==> src/charger_opt4_pkg.sv <==
`default_nettype none

package charger_opt4_pkg;

  // ----------------------------------------------------------------
  // Register addresses
  // ----------------------------------------------------------------
  localparam logic [7:0] ADDR_OPT4_HIGH   = 8'h3D;
  localparam logic [7:0] ADDR_RETRY_ALIAS = 8'h37;
  localparam int         ALIAS_RETRY_BIT  = 2;   // Bit 10 of the word

  // ----------------------------------------------------------------
  // Field positions in the high byte
  // ----------------------------------------------------------------
  localparam int THR_MSB        = 7;
  localparam int THR_LSB        = 5;
  localparam int DITH_MSB       = 4;
  localparam int DITH_LSB       = 3;
  localparam int RETRY_DIS_BIT  = 2;
  localparam int DROOP_EN_BIT   = 1;
  localparam int DROOP_FLAG_BIT = 0;

  // ----------------------------------------------------------------
  // Reset values
  // ----------------------------------------------------------------
  localparam logic [2:0] THR_RST        = 3'h0;  // Lowest threshold
  localparam logic [1:0] DITH_RST       = 2'h0;  // Dithering off
  localparam logic       RETRY_DIS_RST  = 1'b0;
  localparam logic       DROOP_EN_RST   = 1'b0;
  localparam logic       DROOP_FLAG_RST = 1'b0;

  // ----------------------------------------------------------------
  // Retry timing
  // ----------------------------------------------------------------
  localparam int          MAX_FAILS     = 7;
  localparam longint      WINDOW_TIME_S = 90;
  localparam longint      CLK_HZ        = 100_000_000;
  localparam logic [63:0] WINDOW_CYCLES = 64'(WINDOW_TIME_S * CLK_HZ);

  // ----------------------------------------------------------------
  // Encodings
  // ----------------------------------------------------------------
  typedef enum logic [1:0] {
    DITHER_OFF = 2'b00,
    DITHER_PM2 = 2'b01,
    DITHER_PM4 = 2'b10,
    DITHER_PM6 = 2'b11
  } dither_e;

  typedef enum logic [1:0] {
    UV_IDLE    = 2'b00,
    UV_RETRY   = 2'b01,
    UV_LATCHED = 2'b10
  } uv_state_e;

endpackage : charger_opt4_pkg

`default_nettype wire

==> src/charger_opt4_high.sv <==
`default_nettype none

// What this block does
// Bits 7-5 pick the system rail undervoltage threshold, default code 0.
// Undervoltage trip enters retry mode unless retry is disabled.
// In retry, seven failed restarts inside 90 s latch the charger off.
// Retry-disable bit 2, also word 0x37 bit 10, suppresses retry mode.
// Bits 4-3 select dithering: off, 2, 4 or 6 percent spread.
// Bit 1 enables the input droop alert profile driving throttle alert.
// Bit 0 droop flag is read-only, latched until read, read clears.
// Flag sets when enabled profile fires; host writes to bit 0 ignored.
module charger_opt4_high #(
  parameter logic [63:0] WINDOW_CYCLES = charger_opt4_pkg::WINDOW_CYCLES,
  parameter int          MAX_FAILS     = charger_opt4_pkg::MAX_FAILS
) (
  // Clock and reset
  input  wire  logic       clk_sys,
  input  wire  logic       nrst,
  // Byte register port from the serial slave
  input  wire  logic [7:0] reg_addr,
  input  wire  logic       reg_wr,
  input  wire  logic       reg_rd,
  input  wire  logic [7:0] reg_wdata,
  output logic       [7:0] reg_rdata,
  // Analog and converter events
  input  wire  logic       uvp_trip_pin,
  input  wire  logic       droop_pin,
  input  wire  logic       restart_fail,
  // Configuration and status outputs
  output logic       [2:0] sys_rail_undervolt_threshold,
  output logic       [1:0] dither_sel,
  output logic             retry_active,
  output logic             latch_off,
  output logic             host_throttle_alert
);

  // ----------------------------------------------------------------
  // Pin synchronisers
  // ----------------------------------------------------------------
  logic uvp_meta_reg, uvp_sync_reg;
  logic droop_meta_reg, droop_sync_reg, droop_last_reg;

  // Two flops per pin, then an edge history on the second
  always_ff @(posedge clk_sys) begin
    if (!nrst) begin
      uvp_meta_reg   <= 1'b0;
      uvp_sync_reg   <= 1'b0;
      droop_meta_reg <= 1'b0;
      droop_sync_reg <= 1'b0;
      droop_last_reg <= 1'b0;
    end else begin
      uvp_meta_reg   <= uvp_trip_pin;
      uvp_sync_reg   <= uvp_meta_reg;
      droop_meta_reg <= droop_pin;
      droop_sync_reg <= droop_meta_reg;
      droop_last_reg <= droop_sync_reg;
    end
  end

  // ----------------------------------------------------------------
  // Register bank
  // ----------------------------------------------------------------
  logic [2:0] thr_reg, thr_next;
  logic [1:0] dith_reg, dith_next;
  logic       retry_dis_reg, retry_dis_next;
  logic       droop_en_reg, droop_en_next;
  logic       droop_flag_reg, droop_flag_next;
  logic [7:0] rdata_reg, rdata_next;
  logic       alert_reg, alert_next;
  logic       hit_main, hit_alias, read_main, droop_fire;

  assign hit_main   = reg_wr && (reg_addr == charger_opt4_pkg::ADDR_OPT4_HIGH);
  assign hit_alias  = reg_wr &&
                      (reg_addr == charger_opt4_pkg::ADDR_RETRY_ALIAS);
  assign read_main  = reg_rd && (reg_addr == charger_opt4_pkg::ADDR_OPT4_HIGH);
  assign droop_fire = droop_en_reg && droop_sync_reg && !droop_last_reg;

  // Next register values, readback and droop flag
  always_comb begin
    thr_next        = thr_reg;
    dith_next       = dith_reg;
    retry_dis_next  = retry_dis_reg;
    droop_en_next   = droop_en_reg;
    droop_flag_next = droop_flag_reg;
    rdata_next      = rdata_reg;
    alert_next      = droop_en_reg && droop_sync_reg;
    if (hit_main) begin
      thr_next = reg_wdata[charger_opt4_pkg::THR_MSB:
                           charger_opt4_pkg::THR_LSB];
      dith_next = reg_wdata[charger_opt4_pkg::DITH_MSB:
                            charger_opt4_pkg::DITH_LSB];
      retry_dis_next =
        reg_wdata[charger_opt4_pkg::RETRY_DIS_BIT];
      droop_en_next =
        reg_wdata[charger_opt4_pkg::DROOP_EN_BIT];
    end
    if (hit_alias) begin
      retry_dis_next =
        reg_wdata[charger_opt4_pkg::ALIAS_RETRY_BIT];
    end
    if (reg_rd) begin
      rdata_next = read_main ?
        {thr_reg, dith_reg, retry_dis_reg, droop_en_reg, droop_flag_reg} :
        8'h00;
    end
    // Read clears, a fresh event in the same cycle wins
    if (read_main) begin
      droop_flag_next = 1'b0;
    end
    if (droop_fire) begin
      droop_flag_next = 1'b1;
    end
  end

  // Register the bank
  always_ff @(posedge clk_sys) begin
    if (!nrst) begin
      thr_reg        <= charger_opt4_pkg::THR_RST;
      dith_reg       <= charger_opt4_pkg::DITH_RST;
      retry_dis_reg  <= charger_opt4_pkg::RETRY_DIS_RST;
      droop_en_reg   <= charger_opt4_pkg::DROOP_EN_RST;
      droop_flag_reg <= charger_opt4_pkg::DROOP_FLAG_RST;
      rdata_reg      <= 8'h00;
      alert_reg      <= 1'b0;
    end else begin
      thr_reg        <= thr_next;
      dith_reg       <= dith_next;
      retry_dis_reg  <= retry_dis_next;
      droop_en_reg   <= droop_en_next;
      droop_flag_reg <= droop_flag_next;
      rdata_reg      <= rdata_next;
      alert_reg      <= alert_next;
    end
  end

  // ----------------------------------------------------------------
  // Undervoltage retry control
  // ----------------------------------------------------------------
  charger_opt4_pkg::uv_state_e state_reg, state_next;
  logic retry_reg, retry_next;
  logic latch_reg, latch_next;
  logic limit_hit;

  // Restart failures only count while retrying
  fail_window #(
    .MAX_FAILS     (MAX_FAILS),
    .WINDOW_CYCLES (WINDOW_CYCLES)
  ) u_fail_window (
    .clk_sys    (clk_sys),
    .nrst       (nrst),
    .fail_pulse (restart_fail && (state_reg == charger_opt4_pkg::UV_RETRY)),
    .limit_hit  (limit_hit)
  );

  // Retry state machine
  always_comb begin
    state_next = state_reg;
    case (state_reg)
      charger_opt4_pkg::UV_IDLE: begin
        if (uvp_sync_reg && !retry_dis_reg) begin
          state_next = charger_opt4_pkg::UV_RETRY;
        end
      end
      charger_opt4_pkg::UV_RETRY: begin
        if (limit_hit) begin
          state_next = charger_opt4_pkg::UV_LATCHED;
        end else if (retry_dis_reg || !uvp_sync_reg) begin
          state_next = charger_opt4_pkg::UV_IDLE;
        end
      end
      charger_opt4_pkg::UV_LATCHED: begin
        state_next = charger_opt4_pkg::UV_LATCHED;
      end
      default: begin
        state_next = charger_opt4_pkg::UV_IDLE;
      end
    endcase
    retry_next = (state_next == charger_opt4_pkg::UV_RETRY);
    latch_next = (state_next == charger_opt4_pkg::UV_LATCHED);
  end

  // Register the retry state
  always_ff @(posedge clk_sys) begin
    if (!nrst) begin
      state_reg <= charger_opt4_pkg::UV_IDLE;
      retry_reg <= 1'b0;
      latch_reg <= 1'b0;
    end else begin
      state_reg <= state_next;
      retry_reg <= retry_next;
      latch_reg <= latch_next;
    end
  end

  // ----------------------------------------------------------------
  // Outputs
  // ----------------------------------------------------------------
  assign reg_rdata                    = rdata_reg;
  assign sys_rail_undervolt_threshold = thr_reg;
  assign dither_sel                   = dith_reg;
  assign retry_active                 = retry_reg;
  assign latch_off                    = latch_reg;
  assign host_throttle_alert          = alert_reg;
endmodule : charger_opt4_high

`default_nettype wire

==> src/fail_window.sv <==
`default_nettype none

module fail_window #(
  parameter int          MAX_FAILS     = 7,
  parameter logic [63:0] WINDOW_CYCLES = 64'd9_000_000_000
) (
  // Clock and reset
  input  wire  logic clk_sys,
  input  wire  logic nrst,
  // Failed restart events
  input  wire  logic fail_pulse,
  // Limit reached, sticky until reset
  output logic       limit_hit
);

  logic [63:0] timer_reg, timer_next;
  logic        run_reg, run_next;
  logic [3:0]  count_reg, count_next;
  logic        hit_reg, hit_next;

  // ----------------------------------------------------------------
  // Window opens at the first failure and closes after WINDOW_CYCLES
  // ----------------------------------------------------------------
  always_comb begin
    timer_next = timer_reg;
    run_next   = run_reg;
    count_next = count_reg;
    hit_next   = hit_reg;
    if (run_reg) begin
      if (timer_reg == WINDOW_CYCLES - 64'd1) begin
        run_next   = 1'b0;
        count_next = 4'h0;
      end else begin
        timer_next = timer_reg + 64'd1;
      end
    end
    if (fail_pulse) begin
      if (!run_next) begin
        run_next   = 1'b1;
        timer_next = 64'h0;
        count_next = 4'h1;
      end else begin
        count_next = count_next + 4'h1;
      end
    end
    if (count_next >= 4'(MAX_FAILS)) begin
      hit_next = 1'b1;
    end
  end

  // Register the window state
  always_ff @(posedge clk_sys) begin
    if (!nrst) begin
      timer_reg <= 64'h0;
      run_reg   <= 1'b0;
      count_reg <= 4'h0;
      hit_reg   <= 1'b0;
    end else begin
      timer_reg <= timer_next;
      run_reg   <= run_next;
      count_reg <= count_next;
      hit_reg   <= hit_next;
    end
  end

  assign limit_hit = hit_reg;
endmodule : fail_window

`default_nettype wire

==> config.mk <==
export PLATFORM = sky130hd
export DESIGN_NAME = charger_opt4_high
export DESIGN_NICKNAME = d
export VERILOG_FILES = /design/src/charger_opt4_pkg.sv /design/src/charger_opt4_high.sv /design/src/fail_window.sv
export SDC_FILE = /design/constraint.sdc
export NUM_CORES = 1
export LEC_CHECK = 0
export BUFFER_PORTS_ARGS = -buffer_cell sky130_fd_sc_hd__buf_2
export CAP_MARGIN = 25
export CORE_MARGIN = 2
export CORE_UTILIZATION = 64
export CTS_CLUSTER_DIAMETER = 40
export DETAILED_ROUTE_END_ITERATION = 10
export MAX_ROUTING_LAYER = met4
export PLACE_DENSITY_LB_ADDON = 0.12
export RECOVER_POWER = 25
export SLEW_MARGIN = 15
export SYNTH_ARGS = -nofsm -noshare
export SYNTH_HDL_FRONTEND = slang
export SYNTH_SLANG_ARGS = --single-unit
export TNS_END_PERCENT = 10
==> constraint.sdc <==
create_clock -name clk_sys -period 6.4 [get_ports clk_sys]
set_input_delay 0 -clock clk_sys [delete_from_list [all_inputs] [get_ports clk_sys]]
set_output_delay 0 -clock clk_sys [all_outputs]
set_load 0.03 [all_outputs]
==> results.txt, run 1 <==
----------------------------------------------------
[Outcome]
  Outcome ... finished with violations
  Violated checks ... max-capacitance violations, max-slew violations

[Floorplan]
  Die height ... just under 90 µm
  Num ports ... 39
  Placeable Area ... 7176 µm²
  Die outline area ... 8003 µm²
  Number of core rows ... 31
  Initial standard-cell utilization of the core ... 65.14%
  Chip width ... between 80 and 90 µm

[Logic synthesis]
  Ys async rst share ... 0%
  Post-synthesis instance area ... ~4700 µm²
  Syn Inst Count ... 551
  Dominant synthesized flop cell ... sky130_fd_sc_hd__dfxtp_1
  Number of flops mapped to enable cells by yosys ... 0
  Count of warnings emitted by yosys ... 0
  Count of cell types in the netlist ... 53
  Proportion of synthesized chip area in sequential cells ... ~41%
  Register bit total from synthesis ... 96
  Syn nets ... 576
  Synth Area per Inst ... 8.484 µm²

[Layout]
  Final Instance Area ... 5180 µm²
  Area added between synthesis and finish ... 10.81%
  Most common cell after layout, fill and taps aside ... sky130_fd_sc_hd__dfxtp_1
  Non-filler instance count after layout ... 693
  Antenna diode count ... 0
  Number of nets at the end of the flow ... around 600
  Most used cells in the layout excluding fill and tap cells ... sky130_fd_sc_hd__dfxtp_1, sky130_fd_sc_hd__nor2_1, sky130_fd_sc_hd__xor2_1
  Max reg flops ... 64
  Share of post-route cells with drive strength above 1 ... 8.754%
  Final core occ ... 72.19%
  # fillers ... 565

[Placement]
  Final RePlAce weighted congestion ... just over 0.9
  Dpl ws ... 3.100 ns
  HPWL Detailed ... approximately 7300 µm
  Count of input and output buffers ... 37
  Post-placement cell area ... between 4000 and 5000 µm²
  Number of cells in the design after placement ... 665

[CTS]
  Setup repair bufs after CTS ... 0
  Maximum root-to-sink buffer count ... 2
  H-Tree Depth ... 3
  Total clock buffers created by CTS ... 9
  Clock tree sinks ... 96
  Number of gates resized after CTS ... 0
  Clock root buffer ... sky130_fd_sc_hd__clkbuf_8
  TritonCTS clock tree ... built
  Total of hold buffers inserted after clock tree synthesis ... 13
  Clock transition time at the flip-flop clock pins of the worst setup and hold paths ... 0.09 ns
  Clock network latency to the later pin of the worst-skew pair ... approximately 0.36 ns

[STA]
  Count of final hold-check violations ... 0
  Count of final setup violators ... 0
  Slew Limit Fails ... 10
  Min Clock Period, post-route ... 3.361 ns
  Max-slew headroom at the worst pin ... -11.56%
  Period utilisation layout ... 52.51%
  Hold Worst Slack ... 0.1050 ns
  Final-layout setup total negative slack ... 0 ns
  Worst setup skew after layout ... around 0.0097 ns
  Unrepaired setup endpoints after global routing ... no
  Final worst-path setup slack ... slightly above 3 ns
  Highest Clock Rate ... ~300 MHz
  Slew of the pin with the lowest slew margin ... 1.650 ns

[GRT]
  Maximum number of pins on one net before global-route repair ... 49
  Vias in the first global route ... 3,912
  GRT overflow ... 0
  Number of antenna violations at the first check in global routing ... 0
  First-pass GRT wire length ... approximately 18,000 µm
  Aggregate global-route resource usage ... about 30%

[Critical path]
  Slowest cell on the critical path ... sky130_fd_sc_hd__or4_4
  CP required ... 6.68 ns
  Critical-path maximum fanout ... 48
  Peak per-stage delay on the critical path ... approximately 0.7 ns
  Startpoint Class ... flip-flop
  Worst setup path category ... flip-flop to flip-flop
  Worst-path cell chain ... ha_1, and4_1, nand4_1, or4_4, or2_1, and2_1, ha_1, nor2b_1, o21ai_0, o21ai_0, a32o_1, nand2_1, o22ai_1
  Arr. time, crit path ... 3.64 ns
  Depth of the worst register-to-register path ... 13
  Element type at the critical path end ... flip-flop

[Route]
  Total wirelength of the detailed-routed design ... 10,960 µm
  Post-route DRC ... 0
  Post-detailed-route wirelength per cell ... 15.82 µm
  Initial DRT Pass Iterations ... 5
  Number of DRC markers after the initial detailed-route iteration ... 403
  Vias ... 4,245
  Number of nets with antenna violations after routing ... 0
  Per-cell via count in the routed design ... 6.126

[Pwr]
  Total power draw ... 1.042 mW
  PD cells ... 201.1 nW/µm²
  Peak VDD IR ... 0.1226 mV
  Static Leakage ... 1.905 nW

[Flow run]
  Max-cap check violation count ... 1

[Worst hold path]
  Instance count along the most critical hold path ... 3
  Class of the worst hold path ... primary input to flip-flop

----------------------------------------------------
-- critical path, delay by kind of cell, from the launching register on --
kind / cells / cell delay (ns)
fa+ha+maj: 2 / 0.40
flops: 1 / 0.39
compound gates: 4 / 0.51
simple gates: 7 / 1.94
-- power breakdown --
| group | internal [mW] | switching (mW) | total, mW |
|---|---|---|---|
| sequential | 0.599 | 0.00141 | 0.600 |
| combinational | 0.0134 | 0.0201 | 0.0335 |
| clock | 0.192 | 0.216 | 0.408 |
-- cell usage after synthesis (3+ instances only) --
master,count,share of area (%)
sky130_fd_sc_hd__a21oi_1,9,0.96
sky130_fd_sc_hd__nor3_1,14,1.5
sky130_fd_sc_hd__and2_1,15,2.0
sky130_fd_sc_hd__nand2_1,37,3.0
sky130_fd_sc_hd__nand4_1,39,5.2
sky130_fd_sc_hd__and4_1,13,2.4
sky130_fd_sc_hd__or4_1,3,0.48
sky130_fd_sc_hd__mux2i_1,6,1.3
sky130_fd_sc_hd__or3_1,8,1.1
sky130_fd_sc_hd__nand3_1,41,4.4
sky130_fd_sc_hd__nor4_1,23,3.1
sky130_fd_sc_hd__nor4b_1,8,1.5
sky130_fd_sc_hd__dfxtp_1,96,41
sky130_fd_sc_hd__nor2_1,81,6.5
sky130_fd_sc_hd__a22oi_1,9,1.4
sky130_fd_sc_hd__buf_6,3,0.72
sky130_fd_sc_hd__inv_1,10,0.80
sky130_fd_sc_hd__o21ai_0,12,1.3
sky130_fd_sc_hd__clkbuf_1,10,0.80
sky130_fd_sc_hd__and3_1,14,1.9
sky130_fd_sc_hd__buf_2,7,0.75
sky130_fd_sc_hd__xnor2_1,5,0.94
sky130_fd_sc_hd__xor2_1,50,9.4
-- logic make-up after synthesis --
| logic type | Yosys count | share of synthesized area (%) |
|---|---|---|
| buffers and inverters | 35 | 3.587 |
| xor gates and xnor gates | 55 | 10.31 |
| and+or+nand+nor | 315 | 37.37 |
| DFF | 96 | 41.11 |
| muxes | 7 | 1.526 |
| AOI/OAI and AO/OA | 41 | 5.567 |
| adders and majority gates | 2 | 0.5352 |
-- final timing paths --
| check | start | end | slack (ns) |
|---|---|---|---|
| worst min register to register | uvp_meta_reg | uvp_sync_reg | 0.44 |
| worst max-delay path | u_fail_window.timer_reg[0] | u_fail_window.limit_hit | 3.04 |
| worst min-delay path | reg_addr[1] | droop_flag_reg | 0.10 |
| worst max register to register | u_fail_window.timer_reg[0] | u_fail_window.limit_hit | 3.04 |
-- per-layer routing --
metal  global-route usage (%)  up-vias  wire length [µm]
li1                         -     2070                 -
met1                    37.28     1981              4739
met2                    47.74      164              5300
met3                    5.910       30               702
met4                    9.091        0               221
met5                        -        -                 0
-- final cells by class --
cell class	count	area [µm²]	area share, %
timing repair buffer	52	309.0	5.966
clock buffer	10	137.6	2.657
tap	99	123.9	2.391
clock inverter	5	62.56	1.208
inverter	11	41.29	0.7971
sequential	96	1922	37.10
multi-input combinational	420	2584	49.88
(Power assumes the default switching activity.)
==> inputs of run 2 (changes only) <==
CORE_UTILIZATION = 54   (was 64)
clock period = 2.8 ns   (was 6.4 ns; I/O delays follow)
==> run 2 against run 1 <==
The run now ends clean; critical endpoint unchanged; largest cell class unchanged; critical path depth fell by 1; via count rose by 3.2%; highest routed layer unchanged; setup slack got worse by 2.9 ns.
==> results.txt, run 2 (synthesis results as in run 1) <==
----------------------------------------------------
[Critical path]
  Worst setup path category ... flip-flop to flip-flop
  Slowest cell on the critical path ... sky130_fd_sc_hd__or4_4
  Flop2flop setup slack ... 0.13 ns (-2.90 ns)
  Worst-path cell chain ... nor4_2, nand4_1, or4_4, or2_4, and2_4, ha_4, nor2b_1, o21ai_1, o21ai_1, a32o_1, nand2_1, o22ai_1
  Critical-path maximum fanout ... 5 (-90%)
  Arr. time, crit path ... 2.95 ns (-0.69 ns)
  CP required ... 3.09 ns (-3.59 ns)
  Most frequent cell on the critical path ... sky130_fd_sc_hd__o21ai_1
  Endpoint of the lowest-slack register-to-register path ... u_fail_window.limit_hit
  Worst Setup EP ... u_fail_window.limit_hit
  Peak per-stage delay on the critical path ... 0.56 ns (-0.14 ns)
  Depth of the worst register-to-register path ... 12 (-1)
  Element type at the critical path end ... flip-flop
  Startpoint Class ... flip-flop
  Worst reg2reg startpoint ... u_fail_window.timer_reg[17]
  Crit path from ... u_fail_window.timer_reg[17]

[Route]
  Number of nets with antenna violations after routing ... 0 (unchanged)
  Per-cell via count in the routed design ... 5.895 (-3.8%)
  Vias ... 4,380 (+3.2%)
  Total wirelength of the detailed-routed design ... 11,790 µm (+7.5%)
  Post-route DRC ... 0 (unchanged)
  Initial DRT Pass Iterations ... 5 (unchanged)
  Post-detailed-route wirelength per cell ... 15.87 µm (+0.29%)
  Number of DRC markers after the initial detailed-route iteration ... 282 (-30%)

[GRT]
  Number of antenna violations at the first check in global routing ... 0 (unchanged)
  First-pass GRT wire length ... 19,910 µm (+11%)
  Vias in the first global route ... 4,135 (+5.7%)
  GRT overflow ... 0 (unchanged)
  Maximum number of pins on one net before global-route repair ... 48 (-2.0%)
  Aggregate global-route resource usage ... 26.05% (-3.5 points)

[CTS]
  Maximum root-to-sink buffer count ... 2 (unchanged)
  Clock root buffer ... sky130_fd_sc_hd__clkbuf_8
  Clock transition time at the flip-flop clock pins of the worst setup and hold paths ... 0.09 ns (about the same)
  Clock tree sinks ... 96 (unchanged)
  Total clock buffers created by CTS ... 9 (unchanged)
  H-Tree Depth ... 3 (unchanged)
  Clock network latency to the later pin of the worst-skew pair ... 0.36 ns (about the same)
  TritonCTS clock tree ... built

[STA]
  Hold Worst Slack ... 0.03896 ns (-0.06602 ns)
  Count of final setup violators ... 0 (unchanged)
  Count of final hold-check violations ... 0 (unchanged)
  Unrepaired setup endpoints after global routing ... yes
  Highest Clock Rate ... 375.2 MHz (+26%)
  Period utilisation layout ... 95.18% (+43 points)
  Final worst-path setup slack ... 0.1348 ns (-2.904 ns)
  Slew Limit Fails ... 0 (-10)
  Worst setup skew after layout ... 0.01606 ns (+0.006387 ns)
  Max-slew headroom at the worst pin ... 36.81% (+48 points)
  Slew of the pin with the lowest slew margin ... 0.9454 ns (-0.7048 ns)
  Min Clock Period, post-route ... 2.665 ns (-0.6956 ns)

[Layout]
  Most common cell after layout, fill and taps aside ... sky130_fd_sc_hd__dfxtp_1
  Antenna diode count ... 0 (unchanged)
  Area added between synthesis and finish ... 20.66%
  Max reg flops ... 64 (unchanged)
  Most used cells in the layout excluding fill and tap cells ... sky130_fd_sc_hd__dfxtp_1, sky130_fd_sc_hd__nor2_1, sky130_fd_sc_hd__xor2_1
  Number of nets at the end of the flow ... 659 (+7.2%)
  Final core occ ... 67.96% (-4.2 points)
  Share of post-route cells with drive strength above 1 ... 18.18% (+9.4 points)

[Pwr]
  Peak VDD IR ... 0.3472 mV (+180%)
  Design internal power ... 1.908 mW (+140%)
  Portion of total power attributed to sequential cells ... 56.0% (-1.6 points)
  Switching power ... 0.5410 mW (+130%)
  Net Sw Frac ... 22.09% (-0.70 points)
  Fraction of power consumed by combinational cells ... 3.5% (+0.3 points)
  Static Leakage ... 2.176 nW (+14%)
  PD cells ... 434.1 nW/µm² (+120%)
  Clock share of power ... 40.5% (+1.3 points)

[Placement]
  Count of input and output buffers ... 37 (unchanged)
  HPWL Detailed ... 8408 µm (+14%)
  Dpl ws ... -0.02674 ns (-3.127 ns)
  Final RePlAce weighted congestion ... 0.9407 (+2.0%)

[Outcome]
  Outcome ... completed

[Flow run]
  Max-cap check violation count ... 0 (-1)

[Floorplan]
  Number of core rows ... 33 (+6.5%)
  Initial standard-cell utilization of the core ... 56.32% (-8.8 points)
  Num ports ... 39 (unchanged)
  Die outline area ... 9417 µm² (+18%)
  Die height ... 97.04 µm (+8.5%)
  Placeable Area ... 8299 µm² (+16%)
  Chip width ... 97.04 µm (+8.5%)

[Worst hold path]
  Class of the worst hold path ... primary input to flip-flop

----------------------------------------------------
## run 2: changes by cell type in the layout (fill, tap and decap cells not counted), moves of 2 or more
cell / change
sky130_fd_sc_hd__and2_0: -3
sky130_fd_sc_hd__and2_4: +2
sky130_fd_sc_hd__buf_4: +44
sky130_fd_sc_hd__dfxtp_1: -3
sky130_fd_sc_hd__dfxtp_2: +2
sky130_fd_sc_hd__ha_1: -2
sky130_fd_sc_hd__nor4_1: -6
sky130_fd_sc_hd__nor4_2: +5
sky130_fd_sc_hd__nor4b_1: -2
sky130_fd_sc_hd__nor4b_2: +2
sky130_fd_sc_hd__o21ai_0: -2
sky130_fd_sc_hd__o21ai_1: +2
## run 2: repair_timing
action	CTS	global route
gates cloned	0	0
buffers inserted	0	1
resized for setup	1	21
endpoints found under the hold margin	10	0
pin swaps	0	9
setup endpoints to repair	1	2
hold buffers	12	0
## run 2: routing by layer
layer | up-vias | wire length [µm] | part of all wire [%] | track usage [%]
li1 | 2160 | - | - | -
met1 | 2064 | 5292 | 45 | 33.42
met2 | 131 | 5705 | 48 | 41.99
met3 | 25 | 548 | 4.6 | 3.468
met4 | 0 | 242 | 2.1 | 9.967
met5 | - | 0 | 0 | -
## run 2: worst min-delay path by stage
stage | start | to | cells after the start
5_1_grt | reg_addr[1] | droop_flag_reg | 3
6_report | reg_addr[1] | droop_flag_reg | 3
4_1_cts | reg_addr[0] | retry_dis_reg | 4
3_5_place_dp | uvp_trip_pin | uvp_meta_reg | 2
3_3_place_gp | uvp_trip_pin | uvp_meta_reg | 2
2_1_floorplan | droop_pin | droop_meta_reg | 1
## run 2: stage by stage
step	instances	total power, mW	area [µm²]	TNS, ns
final	743	2.448	5640	0
after global routing	743	2.526	5640	-0.001406
after CTS	742	2.455	5570	0
after detailed placement	715	1.476	5228	-0.02674
after global placement	715	1.474	5228	-0.004136
after floorplan	551	1.443	4674	0
## run 2: layout make-up
class	count	area, µm²
Clock buffer	9	123.9
Clock inverter	6	92.59
Fill cell	707	2659
Inverter	11	41.29
Multi-Input combinational cell	420	2673
Sequential cell	96	1928
Tap cell	105	131.4
Timing Repair Buffer	96	650.6
## run 2: critical path, delay by kind of cell (launching register included)
kind / cells / cell delay [ns]
compound gates: 4 / 0.41
flops: 1 / 0.37
fa+ha+maj: 1 / 0.15
simple gates: 7 / 1.63
## run 2: power groups by stage
stage | registers [mW] | logic [mW] | clock network, mW
6_report | 1.37 | 0.0852 | 0.992
5_1_grt | 1.37 | 0.0928 | 1.06
4_1_cts | 1.37 | 0.0844 | 0.999
3_5_place_dp | 1.40 | 0.0723 | 0
3_3_place_gp | 1.40 | 0.0708 | 0
2_1_floorplan | 1.40 | 0.0391 | 0
==> inputs of run 3 (changes only) <==
CORE_UTILIZATION = 60   (was 54)
PLACE_DENSITY_LB_ADDON = 0.2   (was 0.12)
clock period = 3 ns   (was 2.8 ns; I/O delays follow)
==> run 3 against run 2 <==
First-iteration DRC count grew 24%; cell count shrank 3.8%; largest cell class unchanged; critical endpoint unchanged; sequential power shrank 7%; via count is essentially flat; non-clock buffer count shrank 26; power shrank 7.6%; hold slack gained 0.031 ns; fmax shrank 5.3%; routed wire length shrank 1.7%; combinational power shrank 4.5%; final area shrank 4.8%.
==> results.txt, run 3 (synthesis results as in run 1) <==
----------------------------------------------------
[GRT]
  Aggregate global-route resource usage ... 28.80% (+2.8 points)
  Maximum number of pins on one net before global-route repair ... 48 (unchanged)
  GRT overflow ... 0 (unchanged)
  Vias in the first global route ... 4,120 (-0.36%)
  Number of antenna violations at the first check in global routing ... 0 (unchanged)
  First-pass GRT wire length ... 19,290 µm (-3.2%)

[Floorplan]
  Placeable Area ... 7647 µm² (-7.9%)
  Number of core rows ... 32 (-3.0%)
  Initial standard-cell utilization of the core ... 61.13% (+4.8 points)
  Die height ... 92.27 µm (-4.9%)
  Die outline area ... 8513 µm² (-9.6%)
  Num ports ... 39 (unchanged)
  Chip width ... 92.27 µm (-4.9%)

[STA]
  Slew Limit Fails ... 0 (unchanged)
  Unrepaired setup endpoints after global routing ... no
  Count of final setup violators ... 0 (unchanged)
  Slew of the pin with the lowest slew margin ... 0.8923 ns (-0.05314 ns)
  Worst setup skew after layout ... 0.01200 ns (-0.004062 ns)
  Period utilisation layout ... 93.84% (-1.3 points)
  Count of final hold-check violations ... 0 (unchanged)
  Final-layout setup total negative slack ... 0 ns (unchanged)
  Min Clock Period, post-route ... 2.815 ns (+0.1501 ns)
  Highest Clock Rate ... 355.2 MHz (-5.3%)
  Max-slew headroom at the worst pin ... 40.36% (+3.6 points)

[CTS]
  Clock network latency to the later pin of the worst-skew pair ... 0.37 ns (about the same)
  TritonCTS clock tree ... built
  Total clock buffers created by CTS ... 9 (unchanged)
  Clock tree sinks ... 96 (unchanged)
  Clock root buffer ... sky130_fd_sc_hd__clkbuf_8
  Clock transition time at the flip-flop clock pins of the worst setup and hold paths ... 0.10 ns (about the same)
  Maximum root-to-sink buffer count ... 2 (unchanged)
  H-Tree Depth ... 3 (unchanged)

[Layout]
  Most used cells in the layout excluding fill and tap cells ... sky130_fd_sc_hd__dfxtp_1, sky130_fd_sc_hd__nor2_1, sky130_fd_sc_hd__xor2_1
  # fillers ... 600 (-15%)
  Max reg flops ... 64 (unchanged)
  Share of post-route cells with drive strength above 1 ... 12.40% (-5.8 points)
  Most common cell after layout, fill and taps aside ... sky130_fd_sc_hd__dfxtp_1
  Area added between synthesis and finish ... 14.91%
  Number of nets at the end of the flow ... 633 (-3.9%)
  Antenna diode count ... 0 (unchanged)
  Non-filler instance count after layout ... 715 (-3.8%)

[Route]
  Number of DRC markers after the initial detailed-route iteration ... 349 (+24%)
  Post-route DRC ... 0 (unchanged)
  Per-cell via count in the routed design ... 6.120 (+3.8%)
  Total wirelength of the detailed-routed design ... 11,590 µm (-1.7%)
  Number of nets with antenna violations after routing ... 0 (unchanged)
  Post-detailed-route wirelength per cell ... 16.20 µm (+2.1%)
  Vias ... 4,376 (-0.091%)
  Initial DRT Pass Iterations ... 5 (unchanged)

[Pwr]
  Total power draw ... 2.263 mW (-7.6%)
  Static Leakage ... 2.019 nW (-7.2%)
  Peak VDD IR ... 0.3596 mV (+3.6%)
  PD cells ... 421.4 nW/µm² (-2.9%)

[Placement]
  Final RePlAce weighted congestion ... 0.9124 (-3.0%)
  Count of input and output buffers ... 37 (unchanged)
  HPWL Detailed ... 7912 µm (-5.9%)
  Number of cells in the design after placement ... 685 (-4.2%)

[Critical path]
  Startpoint Class ... flip-flop
  CP required ... 3.30 ns (+0.21 ns)
  Crit path from ... u_fail_window.timer_reg[44]
  Element type at the critical path end ... flip-flop
  Critical-path maximum fanout ... 7 (+2)
  Arr. time, crit path ... 3.11 ns (+0.16 ns)
  Worst setup path category ... flip-flop to flip-flop
  Worst reg2reg startpoint ... u_fail_window.timer_reg[44]
  Flop2flop setup slack ... 0.18 ns (+0.05 ns)

[Worst hold path]
  Class of the worst hold path ... primary input to flip-flop
  Startpoint of the most critical hold path ... reg_addr[0]

[Flow run]
  Max-cap check violation count ... 0 (unchanged)

[Outcome]
  Outcome ... completed

----------------------------------------------------
-- run 3: cell types whose count changed in the layout (fill, tap and decap cells not counted), sizes merged --
cell,delta
clkbuf,+1
bufinv,-1
dlygate4sd3,+2
inv,+3
clkinv,-1
buf,-29
-- run 3: metal layers --
metal / up-vias / track usage, % / wire length, µm
li1: 2105 / - / -
met1: 2044 / 37.23 / 4937
met2: 185 / 45.59 / 5561
met3: 42 / 3.944 / 741
met4: 0 / 12.19 / 344
met5: - / - / 0
-- run 3: cell type report --
type	count	area, µm²	share of cell area, %
Inverter	11	41.29	0.7687
Tap cell	102	127.6	2.376
Multi-Input combinational cell	420	2611	48.61
Timing Repair Buffer	70	459.2	8.549
Clock buffer	9	123.9	2.306
Clock inverter	7	85.08	1.584
Sequential cell	96	1923	35.80
-- run 3: what timing repair did --
| action | 4_1_cts | 5_1_grt |
|---|---|---|
| hold buffers | 14 | 0 |
| gates resized for setup | 0 | 5 |
| hold endpoints to repair | 17 | 0 |
| buffers inserted | 0 | 0 |
| setup endpoints to repair | 0 | 2 |
-- run 3: power breakdown --
part           total, mW  switching [mW]  internal (mW)
Sequential          1.28         0.00255           1.28
Clock              0.901           0.498          0.403
Combinational     0.0814          0.0468         0.0347
-- run 3: through the flow --
step	cell area, µm²	hold WS (ns)	utilization (%)	setup slack (ns)
after detailed placement	5021	0.2133	65.66	0.1036
after floorplan	4674	0.1273	-	0.2893
after global routing	5371	0.1168	70.24	0.01228
final	5371	0.06953	70.24	0.1847
after CTS	5370	0.04833	70.22	0.06518
after global placement	5021	0.2065	65.66	0.1491
-- run 3: worst paths after layout --
| check | cells after the start | endpoint |
|---|---|---|
| setup / recovery | 12 | u_fail_window.limit_hit |
| hold / removal | 4 | retry_dis_reg |
| hold reg to reg | 1 | droop_flag_reg |
| setup reg to reg | 12 | u_fail_window.limit_hit |
-- run 3: worst max-delay path, stage by stage, from the launching register on --
cell	delay, ns
sky130_fd_sc_hd__dfxtp_1	0.40
sky130_fd_sc_hd__nor4_1	0.34
sky130_fd_sc_hd__nand4_1	0.18
sky130_fd_sc_hd__or4_4	0.56
sky130_fd_sc_hd__or2_4	0.27
sky130_fd_sc_hd__and2_1	0.16
sky130_fd_sc_hd__ha_1	0.21
sky130_fd_sc_hd__nor2b_1	0.11
sky130_fd_sc_hd__o21ai_0	0.07
sky130_fd_sc_hd__o21ai_0	0.09
sky130_fd_sc_hd__a32o_1	0.14
sky130_fd_sc_hd__nand2_1	0.06
sky130_fd_sc_hd__o22ai_1	0.16
